## config.mk

```make
export PLATFORM = sky130hd
export DESIGN_NAME = sfc_ctrl
export DESIGN_NICKNAME = d
export VERILOG_FILES = /design/src/hw/sfc_pkg.sv /design/src/hw/sfc_motion_cmp.sv /design/src/hw/sfc_ctrl.sv
export VERILOG_INCLUDE_DIRS = /design/src /design/src/hw
export SDC_FILE = /design/constraint.sdc
export NUM_CORES = 1
export LEC_CHECK = 0
export BUFFER_PORTS_ARGS = -buffer_cell sky130_fd_sc_hd__clkbuf_2
export CORE_UTILIZATION = 50
export DETAILED_ROUTE_END_ITERATION = 7
export GPL_TIMING_DRIVEN = 0
export HOLD_SLACK_MARGIN = 0.03
export PLACE_DENSITY = 0.81
export SKIP_LAST_GASP = 1
export SLEW_MARGIN = 20
export SYNTH_ARGS = -nofsm -noshare
export SYNTH_HDL_FRONTEND = slang
export SYNTH_HIERARCHICAL = 1
export SYNTH_SLANG_ARGS = --single-unit
```

## constraint.sdc

```tcl
create_clock -name sys_clk -period 8.7 [get_ports sys_clk]
set_clock_uncertainty 0.15 [all_clocks]
set_input_delay 1.74 -clock sys_clk [delete_from_list [all_inputs] [get_ports sys_clk]]
set_output_delay 1.74 -clock sys_clk [all_outputs]
set_load 0.005 [all_outputs]
```

## src/hw/sfc_map.svh

```systemverilog
// Register map, field positions, reset values and timing constants
// Assumes the includer works on an 8-bit register port at 20 MHz
`ifndef SFC_MAP_SVH
`define SFC_MAP_SVH

// ----------------------------------------------------------------
// Register offsets
// ----------------------------------------------------------------
`define SFC_ADDR_WAKE_THR 8'h1F
`define SFC_ADDR_FIFO_SEL 8'h23
`define SFC_ADDR_FRAME_SYNC_INPUT_STAT 8'h36
`define SFC_ADDR_PIN_CFG 8'h37
`define SFC_ADDR_IRQ_EN 8'h38
`define SFC_ADDR_IRQ_STAT 8'h3A
`define SFC_ADDR_MOTION_CTRL 8'h69

// ----------------------------------------------------------------
// Field positions
// ----------------------------------------------------------------
`define SFC_SEL_TEMP 7
`define SFC_SEL_RATE_X 6
`define SFC_SEL_RATE_Y 5
`define SFC_SEL_RATE_Z 4
`define SFC_SEL_ACCEL 3
`define SFC_FRAME_SYNC_INPUT_FLAG 7
`define SFC_CFG_ACT_LOW 7
`define SFC_CFG_OPEN_DRAIN 6
`define SFC_CFG_LATCH 5
`define SFC_CFG_ANY_RD_CLR 4
`define SFC_CFG_FS_LOW 3
`define SFC_CFG_FS_IRQ_ON 2
`define SFC_WAKE_HI 7
`define SFC_WAKE_LO 5
`define SFC_OVF_BIT 4
`define SFC_DRIVE_BIT 2
`define SFC_DRDY_BIT 0
`define SFC_MOT_ON 7
`define SFC_MOT_KIND 6

// ----------------------------------------------------------------
// Writable masks and reset values
// ----------------------------------------------------------------
`define SFC_MASK_FIFO_SEL 8'hF8
`define SFC_MASK_PIN_CFG 8'hFC
`define SFC_MASK_IRQ_EN 8'hF5
`define SFC_MASK_MOTION 8'hC0
`define SFC_RST_REG 8'h00
`define SFC_WAKE_ALL 3'b111

// ----------------------------------------------------------------
// Timing
// ----------------------------------------------------------------
`define SFC_CLK_KHZ 20000
`define SFC_PULSE_NS 50000
`define SFC_LAST_BYTE 4'hD

`endif

```

## src/hw/sfc_pkg.sv

```systemverilog
// Types shared by the interrupt and FIFO source control block
// Assumes 16-bit sensor results handed in as one bundle per sample
package sfc_pkg;

  typedef struct packed {
    logic [15:0] accelX;
    logic [15:0] accelY;
    logic [15:0] accelZ;
    logic [15:0] tempVal;
    logic [15:0] rateX;
    logic [15:0] rateY;
    logic [15:0] rateZ;
  } sfc_sample_t;

  typedef enum logic [0:0] {
    SFC_IDLE = 1'b0,
    SFC_WALK = 1'b1
  } sfc_walk_t;

endpackage

```

## src/hw/sfc_motion_cmp.sv

```systemverilog
// Consecutive-sample motion comparator for the accelerometer axes
// Assumes sampleTick is a one-cycle pulse with the sample valid beside it
`timescale 1ns/1ps
`include "sfc_map.svh"

module sfc_motion_cmp
  import sfc_pkg::*;
(
  // Clock and reset
  input wire logic sys_clk,
  input wire logic srst,
  // Sample stream
  input wire logic sampleTick,
  input wire sfc_sample_t sampleIn,
  // Control
  input wire logic detectOn,
  input wire logic compareKind,
  input wire logic [7:0] motion_wake_level,
  // Result
  output logic motionHit
);

  logic [15:0] prevX_q;
  logic [15:0] prevY_q;
  logic [15:0] prevZ_q;
  logic havePrev_q;

  function automatic logic overLevel(input logic [15:0] cur, input logic [15:0] prev,
                                     input logic [7:0] lvl);
    logic [16:0] diff;
    diff = {cur[15], cur} - {prev[15], prev};
    if (diff[16])
      diff = 17'h0_0000 - diff;
    overLevel = diff > {9'h000, lvl};
  endfunction

  // ----------------------------------------------------------------
  // Previous sample
  // ----------------------------------------------------------------
  always_ff @(posedge sys_clk) begin
    if (srst) begin
      prevX_q <= 16'h0000;
      prevY_q <= 16'h0000;
      prevZ_q <= 16'h0000;
      havePrev_q <= 1'b0;
    end else if (sampleTick) begin
      prevX_q <= sampleIn.accelX;
      prevY_q <= sampleIn.accelY;
      prevZ_q <= sampleIn.accelZ;
      // First sample after switching on has nothing to compare with
      havePrev_q <= detectOn;
    end
  end

  // Only the compare-with-previous kind is usable; the other does nothing
  assign motionHit = sampleTick && detectOn && compareKind && havePrev_q &&
    (overLevel(sampleIn.accelX, prevX_q, motion_wake_level) ||
     overLevel(sampleIn.accelY, prevY_q, motion_wake_level) ||
     overLevel(sampleIn.accelZ, prevZ_q, motion_wake_level));

endmodule

```

## src/hw/sfc_ctrl.sv

```systemverilog
// Interrupt pin and FIFO source control for a six-axis motion sensor
// Assumes a host register port and sensor events synchronous to sys_clk
//
// Implementation choice: strobed register access.
`timescale 1ns/1ps
`include "sfc_map.svh"

module sfc_ctrl
  import sfc_pkg::*;
(
  // Clock and reset
  input wire logic sys_clk,
  input wire logic srst,
  // Register port
  input wire logic [7:0] regAddr,
  input wire logic [7:0] regWrData,
  input wire logic regWr,
  input wire logic regRd,
  output logic [7:0] regRdData,
  // Sensor events and results
  input wire logic sampleTick,
  input wire sfc_sample_t sampleIn,
  input wire logic fifoOverflowEvt,
  input wire logic rateDriveReadyEvt,
  input wire logic frame_sync_input,
  // FIFO push stream
  output logic fifoPushValid,
  output logic [7:0] fifoPushData,
  // Interrupt pin, two-signal form
  output logic irq_output_pin,
  output logic irqPinOe
);

  // ----------------------------------------------------------------
  // Constants
  // ----------------------------------------------------------------
  localparam int PULSE_CYC_RAW = (`SFC_PULSE_NS * (`SFC_CLK_KHZ / 1000)) / 1000;
  localparam int PULSE_CYC = (PULSE_CYC_RAW < 1) ? 1 : PULSE_CYC_RAW;
  localparam logic [10:0] PULSE_LOAD = 11'(PULSE_CYC);

  // ----------------------------------------------------------------
  // Decoding shared by write and read paths
  // ----------------------------------------------------------------
  function automatic logic isAddr(input logic [7:0] addr, input logic [7:0] target);
    isAddr = (addr == target);
  endfunction

  // ----------------------------------------------------------------
  // Software registers
  // ----------------------------------------------------------------
  logic [7:0] wakeThr_q;
  logic [7:0] fifoSel_q;
  logic [7:0] pinCfg_q;
  logic [7:0] irqEn_q;
  logic [7:0] motionCtrl_q;

  always_ff @(posedge sys_clk) begin
    if (srst) begin
      wakeThr_q <= `SFC_RST_REG;
      fifoSel_q <= `SFC_RST_REG;
      pinCfg_q <= `SFC_RST_REG;
      irqEn_q <= `SFC_RST_REG;
      motionCtrl_q <= `SFC_RST_REG;
    end else if (regWr) begin
      if (isAddr(regAddr, `SFC_ADDR_WAKE_THR))
        wakeThr_q <= regWrData;
      if (isAddr(regAddr, `SFC_ADDR_FIFO_SEL))
        fifoSel_q <= regWrData & `SFC_MASK_FIFO_SEL;
      // Bit 0 is fixed at zero and bit 1 is reserved
      if (isAddr(regAddr, `SFC_ADDR_PIN_CFG))
        pinCfg_q <= regWrData & `SFC_MASK_PIN_CFG;
      if (isAddr(regAddr, `SFC_ADDR_IRQ_EN))
        irqEn_q <= regWrData & `SFC_MASK_IRQ_EN;
      if (isAddr(regAddr, `SFC_ADDR_MOTION_CTRL))
        motionCtrl_q <= regWrData & `SFC_MASK_MOTION;
    end
  end

  logic cfgActLow;
  logic cfgOpenDrain;
  logic cfgLatch;
  logic cfgAnyRdClr;
  logic cfgFsLow;
  logic cfgFsIrqOn;
  logic wakeIrqOn;
  logic motion_wake_irq_on;
  logic overflow_irq_on;
  logic rate_drive_ready_irq_on;
  logic dataReadyIrqOn;

  assign cfgActLow = pinCfg_q[`SFC_CFG_ACT_LOW];
  assign cfgOpenDrain = pinCfg_q[`SFC_CFG_OPEN_DRAIN];
  assign cfgLatch = pinCfg_q[`SFC_CFG_LATCH];
  assign cfgAnyRdClr = pinCfg_q[`SFC_CFG_ANY_RD_CLR];
  assign cfgFsLow = pinCfg_q[`SFC_CFG_FS_LOW];
  assign cfgFsIrqOn = pinCfg_q[`SFC_CFG_FS_IRQ_ON];
  // Partial patterns of the three-bit field count as disabled
  assign wakeIrqOn = irqEn_q[`SFC_WAKE_HI:`SFC_WAKE_LO] == `SFC_WAKE_ALL;
  assign motion_wake_irq_on = wakeIrqOn;
  assign overflow_irq_on = irqEn_q[`SFC_OVF_BIT];
  assign rate_drive_ready_irq_on = irqEn_q[`SFC_DRIVE_BIT];
  assign dataReadyIrqOn = irqEn_q[`SFC_DRDY_BIT];

  // ----------------------------------------------------------------
  // Motion-wake detection
  // ----------------------------------------------------------------
  logic motionHit;

  sfc_motion_cmp u_motion (
    .sys_clk(sys_clk),
    .srst(srst),
    .sampleTick(sampleTick),
    .sampleIn(sampleIn),
    .detectOn(motionCtrl_q[`SFC_MOT_ON]),
    .compareKind(motionCtrl_q[`SFC_MOT_KIND]),
    .motion_wake_level(wakeThr_q),
    .motionHit(motionHit)
  );

  // ----------------------------------------------------------------
  // Frame-sync edge detection
  // ----------------------------------------------------------------
  logic fsPrev_q;
  logic fsActive;
  logic fsEvent;

  // The raw pin is kept, so a polarity write alone never looks like an edge
  always_ff @(posedge sys_clk) begin
    fsPrev_q <= frame_sync_input;
  end

  assign fsActive = frame_sync_input ^ cfgFsLow;
  // Only the transition into the active level counts, not the level
  assign fsEvent = cfgFsIrqOn && fsActive && (frame_sync_input != fsPrev_q);

  // ----------------------------------------------------------------
  // Status flags; a set in the clearing cycle wins
  // ----------------------------------------------------------------
  logic clrIrqStat;
  logic clrFsStat;
  logic motion_wake_flag;
  logic overflow_flag;
  logic rate_drive_ready_flag;
  logic dataReadyFlag_q;
  logic frameSyncFlag_q;
  logic wakeFlag_q;
  logic ovfFlag_q;
  logic driveFlag_q;

  assign clrIrqStat = regRd && (isAddr(regAddr, `SFC_ADDR_IRQ_STAT) || cfgAnyRdClr);
  assign clrFsStat = regRd && (isAddr(regAddr, `SFC_ADDR_FRAME_SYNC_INPUT_STAT) || cfgAnyRdClr);

  always_ff @(posedge sys_clk) begin
    if (srst)
      wakeFlag_q <= 1'b0;
    else if (motionHit)
      wakeFlag_q <= 1'b1;
    else if (clrIrqStat)
      wakeFlag_q <= 1'b0;
  end

  always_ff @(posedge sys_clk) begin
    if (srst)
      ovfFlag_q <= 1'b0;
    else if (fifoOverflowEvt)
      ovfFlag_q <= 1'b1;
    else if (clrIrqStat)
      ovfFlag_q <= 1'b0;
  end

  always_ff @(posedge sys_clk) begin
    if (srst)
      driveFlag_q <= 1'b0;
    else if (rateDriveReadyEvt)
      driveFlag_q <= 1'b1;
    else if (clrIrqStat)
      driveFlag_q <= 1'b0;
  end

  always_ff @(posedge sys_clk) begin
    if (srst)
      dataReadyFlag_q <= 1'b0;
    else if (sampleTick)
      dataReadyFlag_q <= 1'b1;
    else if (clrIrqStat)
      dataReadyFlag_q <= 1'b0;
  end

  always_ff @(posedge sys_clk) begin
    if (srst)
      frameSyncFlag_q <= 1'b0;
    else if (fsEvent)
      frameSyncFlag_q <= 1'b1;
    else if (clrFsStat)
      frameSyncFlag_q <= 1'b0;
  end

  assign motion_wake_flag = wakeFlag_q;
  assign overflow_flag = ovfFlag_q;
  assign rate_drive_ready_flag = driveFlag_q;

  // ----------------------------------------------------------------
  // Register read, data one cycle after the strobe
  // ----------------------------------------------------------------
  logic [7:0] irqStatus;
  logic [7:0] rdMux;

  always_comb begin
    irqStatus = 8'h00;
    irqStatus[`SFC_WAKE_HI:`SFC_WAKE_LO] = {3{motion_wake_flag}};
    irqStatus[`SFC_OVF_BIT] = overflow_flag;
    irqStatus[`SFC_DRIVE_BIT] = rate_drive_ready_flag;
    irqStatus[`SFC_DRDY_BIT] = dataReadyFlag_q;
  end

  always_comb begin
    rdMux = 8'h00;
    if (isAddr(regAddr, `SFC_ADDR_WAKE_THR))
      rdMux = wakeThr_q;
    else if (isAddr(regAddr, `SFC_ADDR_FIFO_SEL))
      rdMux = fifoSel_q;
    else if (isAddr(regAddr, `SFC_ADDR_FRAME_SYNC_INPUT_STAT))
      rdMux[`SFC_FRAME_SYNC_INPUT_FLAG] = frameSyncFlag_q;
    else if (isAddr(regAddr, `SFC_ADDR_PIN_CFG))
      rdMux = pinCfg_q;
    else if (isAddr(regAddr, `SFC_ADDR_IRQ_EN))
      rdMux = irqEn_q;
    else if (isAddr(regAddr, `SFC_ADDR_IRQ_STAT))
      rdMux = irqStatus;
    else if (isAddr(regAddr, `SFC_ADDR_MOTION_CTRL))
      rdMux = motionCtrl_q;
  end

  // Data stays valid only in the cycle after the read strobe
  always_ff @(posedge sys_clk) begin
    if (srst)
      regRdData <= 8'h00;
    else if (regRd)
      regRdData <= rdMux;
    else
      regRdData <= 8'h00;
  end

  // ----------------------------------------------------------------
  // Interrupt request and pin
  // ----------------------------------------------------------------
  logic irqLevel;
  logic irqSetNow;
  logic [10:0] pulseCnt_q;
  logic irqAssert;
  logic pinLevel;

  assign irqLevel = (wakeFlag_q && motion_wake_irq_on) ||
                    (ovfFlag_q && overflow_irq_on) ||
                    (driveFlag_q && rate_drive_ready_irq_on) ||
                    (dataReadyFlag_q && dataReadyIrqOn) ||
                    frameSyncFlag_q;

  // A pulse starts on each new enabled event, even if its flag was already set
  assign irqSetNow = (motionHit && motion_wake_irq_on) ||
                     (fifoOverflowEvt && overflow_irq_on) ||
                     (rateDriveReadyEvt && rate_drive_ready_irq_on) ||
                     (sampleTick && dataReadyIrqOn) ||
                     fsEvent;

  always_ff @(posedge sys_clk) begin
    if (srst)
      pulseCnt_q <= 11'h000;
    else if (irqSetNow)
      pulseCnt_q <= PULSE_LOAD;
    else if (pulseCnt_q != 11'h000)
      pulseCnt_q <= pulseCnt_q - 11'h001;
  end

  assign irqAssert = cfgLatch ? irqLevel : (pulseCnt_q != 11'h000);
  assign pinLevel = irqAssert ^ cfgActLow;

  // Open drain only ever pulls low; the high level comes from the pull-up
  always_ff @(posedge sys_clk) begin
    if (srst) begin
      irq_output_pin <= 1'b0;
      irqPinOe <= 1'b1;
    end else if (cfgOpenDrain) begin
      irq_output_pin <= 1'b0;
      irqPinOe <= !pinLevel;
    end else begin
      irq_output_pin <= pinLevel;
      irqPinOe <= 1'b1;
    end
  end

  // ----------------------------------------------------------------
  // FIFO source walker
  // ----------------------------------------------------------------
  sfc_walk_t walkState_q;
  sfc_sample_t snap_q;
  logic [7:0] selSnap_q;
  logic [3:0] byteIdx_q;

  // Byte order: accel X,Y,Z, temperature, rate X,Y,Z; high byte first
  function automatic logic byteSelected(input logic [3:0] idx, input logic [7:0] sel);
    logic [2:0] grp;
    grp = idx[3:1];
    case (grp)
      3'h0, 3'h1, 3'h2: byteSelected = sel[`SFC_SEL_ACCEL];
      3'h3: byteSelected = sel[`SFC_SEL_TEMP];
      3'h4: byteSelected = sel[`SFC_SEL_RATE_X];
      3'h5: byteSelected = sel[`SFC_SEL_RATE_Y];
      3'h6: byteSelected = sel[`SFC_SEL_RATE_Z];
      default: byteSelected = 1'b0;
    endcase
  endfunction

  function automatic logic [7:0] byteOf(input logic [3:0] idx, input sfc_sample_t s);
    logic [111:0] flat;
    flat = s;
    byteOf = flat[8'(111 - 8 * idx) -: 8];
  endfunction

  // A tick during a walk restarts it with the newest sample
  always_ff @(posedge sys_clk) begin
    if (srst) begin
      walkState_q <= SFC_IDLE;
      byteIdx_q <= 4'h0;
      selSnap_q <= 8'h00;
      snap_q <= '0;
    end else if (sampleTick) begin
      walkState_q <= SFC_WALK;
      byteIdx_q <= 4'h0;
      selSnap_q <= fifoSel_q;
      snap_q <= sampleIn;
    end else begin
      unique case (walkState_q)
        SFC_IDLE: begin
          byteIdx_q <= 4'h0;
        end
        SFC_WALK: begin
          if (byteIdx_q == `SFC_LAST_BYTE)
            walkState_q <= SFC_IDLE;
          byteIdx_q <= byteIdx_q + 4'h1;
        end
      endcase
    end
  end

  // No standby input gates the selection, so idle paths still buffer
  always_ff @(posedge sys_clk) begin
    if (srst) begin
      fifoPushValid <= 1'b0;
      fifoPushData <= 8'h00;
    end else if (walkState_q == SFC_WALK && !sampleTick) begin
      fifoPushValid <= byteSelected(byteIdx_q, selSnap_q);
      fifoPushData <= byteOf(byteIdx_q, snap_q);
    end else begin
      fifoPushValid <= 1'b0;
      fifoPushData <= 8'h00;
    end
  end

endmodule

```

Yosys cells after proc, flatten, opt, wreduce, memory -nomap -nowiden. Cells that the tools add are included.

Register bits: 186. Output and inout bits: 19.

Add/sub/neg operators: 9. $lt $le $gt $ge: 3. Muxes and demuxes: 26. Equal/unequal tests: 16. Reduce and logical (&&, ||, !) cells: 51. Bitwise logic cells: 6. Shift-type cells: 1.

Operators by type and width (count): $shiftx A119 B9 Y8 (1); $gt A17 B8 Y1 (3); $mux W17 (3); $sub A1 B17 Y17 const A (3); $sub A16 B16 Y17 (3); $mux W8 (6); $eq A8 B6 Y1 const B (5); $mux W10 (2); $logic_and A1 B1 Y1 (17); $eq A3 B3 Y1 const B (4); $logic_or A1 B1 Y1 (12); $mux W1 (12); $reduce_bool A2 Y1 (6); $reduce_or A2 Y1 (6); $reduce_bool A11 Y1 (1); $sub A11 B1 Y11 const B (1); $reduce_and A2 Y1 (5); $eq A8 B5 Y1 const B (1); $eq A8 B7 Y1 const B (1); $pmux W4 S2 (1); $sub A7 B7 Y8 const A (1); $mux W7 (1); $eq A3 B2 Y1 const B (2); $pmux W1 S5 (1); other kinds (9) (14).

Logic depth before layout (Yosys ltp).
Depth in word-level cells: 13. Mapped depth: 27.

Cells and area by module. Netlist, hierarchy kept.

Modules (own cells, without submodules): sfc_ctrl (times used 1, area an instance 7950.1 µm², cells each 796, sequential area each 3703.6 µm²); sfc_motion_cmp (times used 1, area an instance 6237.2 µm², cells each 832, sequential area each 980.9 µm²).

Worst setup path before layout. OpenSTA, ideal clock, no wires.

Path type: input -> register. Start: input sampleIn[96] in the netlist's numbering. End: register pulseCnt_q[1]. Path slack: 1.791 ns. Arrival time: 6.645 ns. Path buffers: 1. Cell stages on the path: 26. Cells stage by stage: inv_1 > ha_1 > fa_1 > nand2b_1 > a21o_1 > a31oi_1 > a31o_2 > a41o_2 > clkbuf_1 > nor2_1 > xnor2_1 > ha_1 > a21o_1 > a21o_1 > a21o_1 > a21oi_1 > o22a_1 > o211ai_1 > a211oi_1 > nand4_1 > or4_1 > nor4_1 > a21oi_1 > nand4_1 > nand3_1 > a2111oi_0.

Word-level cells in the longest chain between the ends: 13.

RTL lines: start: declaration (RTL line sfc_ctrl.sv:22) `input wire sfc_sample_t sampleIn,`; $sub A16 B16 Y17 (*) (RTL line sfc_motion_cmp.sv:31) `diff = {cur[15], cur} - {prev[15], prev};`; $sub A1 B17 Y17 (RTL line sfc_motion_cmp.sv:33) `diff = 17'h0_0000 - diff;`; $mux W17 (*) (RTL line sfc_motion_cmp.sv:32) `if (diff[16])`; $gt A17 B8 Y1 (*) (RTL line sfc_motion_cmp.sv:34) `overLevel = diff > {9'h000, lvl};`; $logic_or A1 B1 Y1 (*) (RTL line sfc_motion_cmp.sv:57) `(overLevel(sampleIn.accelX, prevX_q, motion_wake_level) ||`; $logic_or A1 B1 Y1 (*) (RTL line sfc_motion_cmp.sv:58) `overLevel(sampleIn.accelY, prevY_q, motion_wake_level) ||`; $logic_and A1 B1 Y1 (*) (RTL line sfc_motion_cmp.sv:56) `assign motionHit = sampleTick && detectOn && compareKind && havePrev_q &&`; net motionHit (RTL line sfc_ctrl.sv:107) `logic motionHit;`; $logic_and A1 B1 Y1 (*) (RTL line sfc_ctrl.sv:260) `assign irqSetNow = (motionHit && motion_wake_irq_on) ||`; $logic_or A1 B1 Y1 (*) (RTL line sfc_ctrl.sv:260); $logic_or A1 B1 Y1 (*) (RTL line sfc_ctrl.sv:261) `(fifoOverflowEvt && overflow_irq_on) ||`; $logic_or A1 B1 Y1 (*) (RTL line sfc_ctrl.sv:262) `(rateDriveReadyEvt && rate_drive_ready_irq_on) ||`; $logic_or A1 B1 Y1 (*) (RTL line sfc_ctrl.sv:263) `(sampleTick && dataReadyIrqOn) ||`; $reduce_or A2 Y1 (no line) (*); end signal: assignment (RTL line sfc_ctrl.sv:272) `pulseCnt_q <= pulseCnt_q - 11'h001;`; end: declaration (RTL line sfc_ctrl.sv:249) `logic [10:0] pulseCnt_q;`.

The timed path passes the listed nets; every way through them passes the cells marked *. A chain may end at the register's enable or synchronous reset.

Worst setup path after layout.
Start: input sampleIn[64] in the netlist's numbering. End: register pulseCnt_q[1].

Word-level cells in the longest chain between the ends: 12.

RTL lines (RTL line): $sub A16 B16 Y17 (*) (sfc_motion_cmp.sv:31); $sub A1 B17 Y17 (sfc_motion_cmp.sv:33); $mux W17 (*) (sfc_motion_cmp.sv:32); $gt A17 B8 Y1 (*) (sfc_motion_cmp.sv:34); $logic_or A1 B1 Y1 (*) (sfc_motion_cmp.sv:58); $logic_and A1 B1 Y1 (*) (sfc_motion_cmp.sv:56); net motionHit (sfc_ctrl.sv:107); $logic_and A1 B1 Y1 (*) (sfc_ctrl.sv:260); $logic_or A1 B1 Y1 (*) (sfc_ctrl.sv:260); $logic_or A1 B1 Y1 (*) (sfc_ctrl.sv:261); $logic_or A1 B1 Y1 (*) (sfc_ctrl.sv:262); $logic_or A1 B1 Y1 (*) (sfc_ctrl.sv:263); $reduce_or A2 Y1 (no line) (*).

Marks and branches as above.

==> results.sh <==
export IMPL_hold_start="fifoSel_q[5]"
export IMPL_power_density_nw_per_um2=199
export IMPL_postCtsSetupBuffers=0
export IMPL_fmax_mhz=131
export IMPL_critPathMaxFanout=7
export IMPL_cts_tree="built"
export IMPL_cts_max_level=1
export IMPL_crit_path_max_incr_delay_ns=0.66
export IMPL_placed_cells=2155
export IMPL_ant_nets=0
export IMPL_synth_top_family_by_area="simple AND/OR/NAND/NOR gates"
export IMPL_first_iter_violations=1204
export IMPL_ys_flop_type="dfxtp_1"
export IMPL_grt_usage=0.280
export IMPL_crit_type="input pin to register"
export IMPL_area_growth_pct=15.4
export IMPL_place_area_sq_um=15400
export IMPL_slowest_stage="a41oi_1"
export IMPL_pre_cts_slack_ns=0.589
export IMPL_avgSynthCellArea_sq_um=8.71
export IMPL_io_buffers=149
export IMPL_p_switching_mw=1.02
export IMPL_synth_ff_latch_count=234
export IMPL_min_period_ns=7.61
export IMPL_rsz0062_at_grt="no"
export IMPL_multi_input_area_sq_um=8830
export IMPL_viasPerCell=5.92
export IMPL_synth_edf_count=0
export IMPL_crit_path_end_kind="register"
export IMPL_cts_resized=0
export IMPL_design_area_sq_um=16400
export IMPL_synthCells=1628
export IMPL_place_congestion=0.942
export IMPL_clk_pin_slew_worst_paths_ns=0.07
export IMPL_critPathLaunch="sampleIn[64]"
export IMPL_maxSlewHeadroom=0.344
export IMPL_num_antenna_cells=0
export IMPL_cts_hold_buf=0
export IMPL_p_clk_frac=0.376
export IMPL_seq_power_share=0.365
export IMPL_routed_wirelength_mm=40.7
export IMPL_synth_compound_area_share=0.150
export IMPL_core_sq_um=27900
export IMPL_power_frac_comb=0.259
export IMPL_outcome="complete, no violations"
export IMPL_synth_mux_area_frac=0.174
export IMPL_setup_viol=0
export IMPL_numClockSinks=234
export IMPL_die_area_sq_um=29100
export IMPL_maxCapViolations=0
export IMPL_cts_root_buffer="clkbuf_16"
export IMPL_hp_class="register to register"
export IMPL_hold_viol_final=0
export IMPL_grt_pass1_vias=12400
export IMPL_n_fill_cell=2451
export IMPL_path_buf_inv=3
export IMPL_drtPass1Iterations=5
export IMPL_synth_async_reset_ratio=0
export IMPL_row_count=61
export IMPL_crit_arrival_ns=7.91
export IMPL_antenna_found_initial=0
export IMPL_io_pins=155
export IMPL_vias=13000
export IMPL_cp_common_cell="nand4_1"
export IMPL_grt_max_degree=15
export IMPL_final_nets=2028
export IMPL_die_w_um=170
export IMPL_layout_cells_non_filler=2203
export IMPL_cts_inserted_buffers=26
export IMPL_drive_above_1_share=0.149
export IMPL_drc=0
export IMPL_insertion_delay_ns=0.56
export IMPL_die_y_um=170
export IMPL_synth_fa_ha_area_frac=0.0783
export IMPL_clk_path_buf_depth=3
export IMPL_yosys_warnings=6
export IMPL_whs_ns=0.331
export IMPL_synth_xor_area_frac=0.0357
export IMPL_internal_power_mw=2.24
export IMPL_fin_ws_ns=1.09
export IMPL_synth_area_sq_um=14200
export IMPL_syn_num_nets=1851
export IMPL_required_ns=9.00
export IMPL_start_util=0.509
export IMPL_sw_frac_of_total=0.314
export IMPL_fin_setup_tns_ns=0
export IMPL_cp_start_kind="input pin"
export IMPL_yosysSeqAreaShare=0.330
export IMPL_wl_per_cell_um=18.5
export IMPL_regArea_sq_um=4680
export IMPL_post_route_period_util=0.875
export IMPL_worst_pin_slew_ns=0.984
export IMPL_hpwlAfterDp_mm=31.3
export IMPL_p_leak_nw=7.01
export IMPL_r2r_start="u_motion/prevZ_q[0]"
export IMPL_slew_violations=0
export IMPL_yosys_area_share_simple=0.185
export IMPL_grt_pass1_wl_mm=64.5
export IMPL_synth_distinct_cells=91
export IMPL_gr_total_overflow=0
export IMPL_crit_family="compound AO/OA/AOI/OAI gates"
export IMPL_ir_drop_mv=0.152
-- area by class of cell --
type	instances	share of cell area
flip-flops and latches	234	0.286
multi-input cells	1221	0.540
repair buffers	149	0.0455
inverters	89	0.0204
well taps	378	0.0289
plain buffers	84	0.0204
clock inverters	17	0.0157
clock buffers	31	0.0433
-- sequential cells by signal (all words and copies together) (netlist names), 4 cells and up --
name / count
wakeThr_q: 8
byteIdx_q: 4
u_motion/prevZ_q: 16
selSnap_q: 5
pinCfg_q: 6
irqEn_q: 6
fifoSel_q: 5
pulseCnt_q: 11
fifoPushData: 8
u_motion/prevX_q: 16
regRdData: 8
snap_q: 112
u_motion/prevY_q: 16
-- worst paths after layout --
kind              endpoint  slack, ns  depth (start not counted)
max          pulseCnt_q[1]       1.09                         26
min           fifoSel_q[5]       0.33                          2
max reg2reg  pulseCnt_q[1]       2.15                         24
min reg2reg   fifoSel_q[5]       0.33                          2
-- tightest hold or removal path, stage by stage, from the launching register on --
cell	delay, ns
dfxtp_1	0.33
nand2_1	0.06
a21oi_1	0.05
-- power groups by stage --
| stage | Clock [mW] | Sequential [mW] | Combinational, mW |
|---|---|---|---|
| 3_5_place_dp | 0 | 1.21 | 0.822 |
| 6_report | 1.23 | 1.19 | 0.846 |
| 5_1_grt | 1.28 | 1.20 | 0.933 |
| 4_1_cts | 1.23 | 1.19 | 0.832 |
| 2_1_floorplan | 0 | 1.20 | 0.624 |
| 3_3_place_gp | 0 | 1.21 | 0.797 |
-- cells in the mapped netlist (22+ instances only) --
cell | n | share of area
clkbuf_1 | 60 | 0.016
nor3_1 | 26 | 0.0092
inv_1 | 89 | 0.024
a22oi_1 | 22 | 0.012
a21oi_1 | 89 | 0.031
dfxtp_1 | 234 | 0.33
mux4_2 | 24 | 0.038
xor2_1 | 22 | 0.014
o21ai_0 | 40 | 0.014
xnor2_1 | 34 | 0.021
nor2_1 | 243 | 0.064
mux2i_1 | 179 | 0.13
nand3_1 | 54 | 0.019
nand2_1 | 78 | 0.021
ha_1 | 84 | 0.074
a31oi_1 | 24 | 0.011
-- placed cells by master (no fill, tap or decap), types with 11 or more instances in the layout --
cell type / count
nor2_1: 243
dfxtp_1: 234
mux2i_1: 179
clkbuf_2: 150
inv_1: 89
a21oi_1: 89
ha_1: 84
nand2_1: 78
clkbuf_1: 61
nand3_1: 54
o21ai_0: 40
xnor2_1: 34
nor3_1: 26
clkbuf_16: 26
mux4_2: 24
a31oi_1: 24
xor2_1: 22
a22oi_1: 22
nand4_1: 19
nand2b_1: 19
a211oi_1: 17
a21o_1: 16
buf_2: 14
and3_1: 14
nor2b_1: 14
mux2_2: 11
-- layer usage --
metal	track usage	routed length [um]	vias to the layer above
met4	0.0920	1270	0
li1	-	-	6210
met5	0	0	-
met3	0.0447	3030	88
met1	0.379	18300	6194
met2	0.452	18100	551
-- cell families after synthesis --
logic type                 count (synthesis)
AOI/OAI and AO/OA                        318
xor gates and xnor gates                  57
adders and majority gates                 87
buffers and inverters                    173
DFF                                      234
muxes                                    215
and+or+nand+nor                          544
-- stage by stage --
step / power, mW / util
2_1_floorplan: 1.82 / -
3_3_place_gp: 2.00 / 0.553
3_5_place_dp: 2.03 / 0.553
4_1_cts: 3.25 / 0.588
5_1_grt: 3.41 / 0.588
6_report: 3.26 / 0.588
No activity file was read; power rests on OpenSTA's default activity.
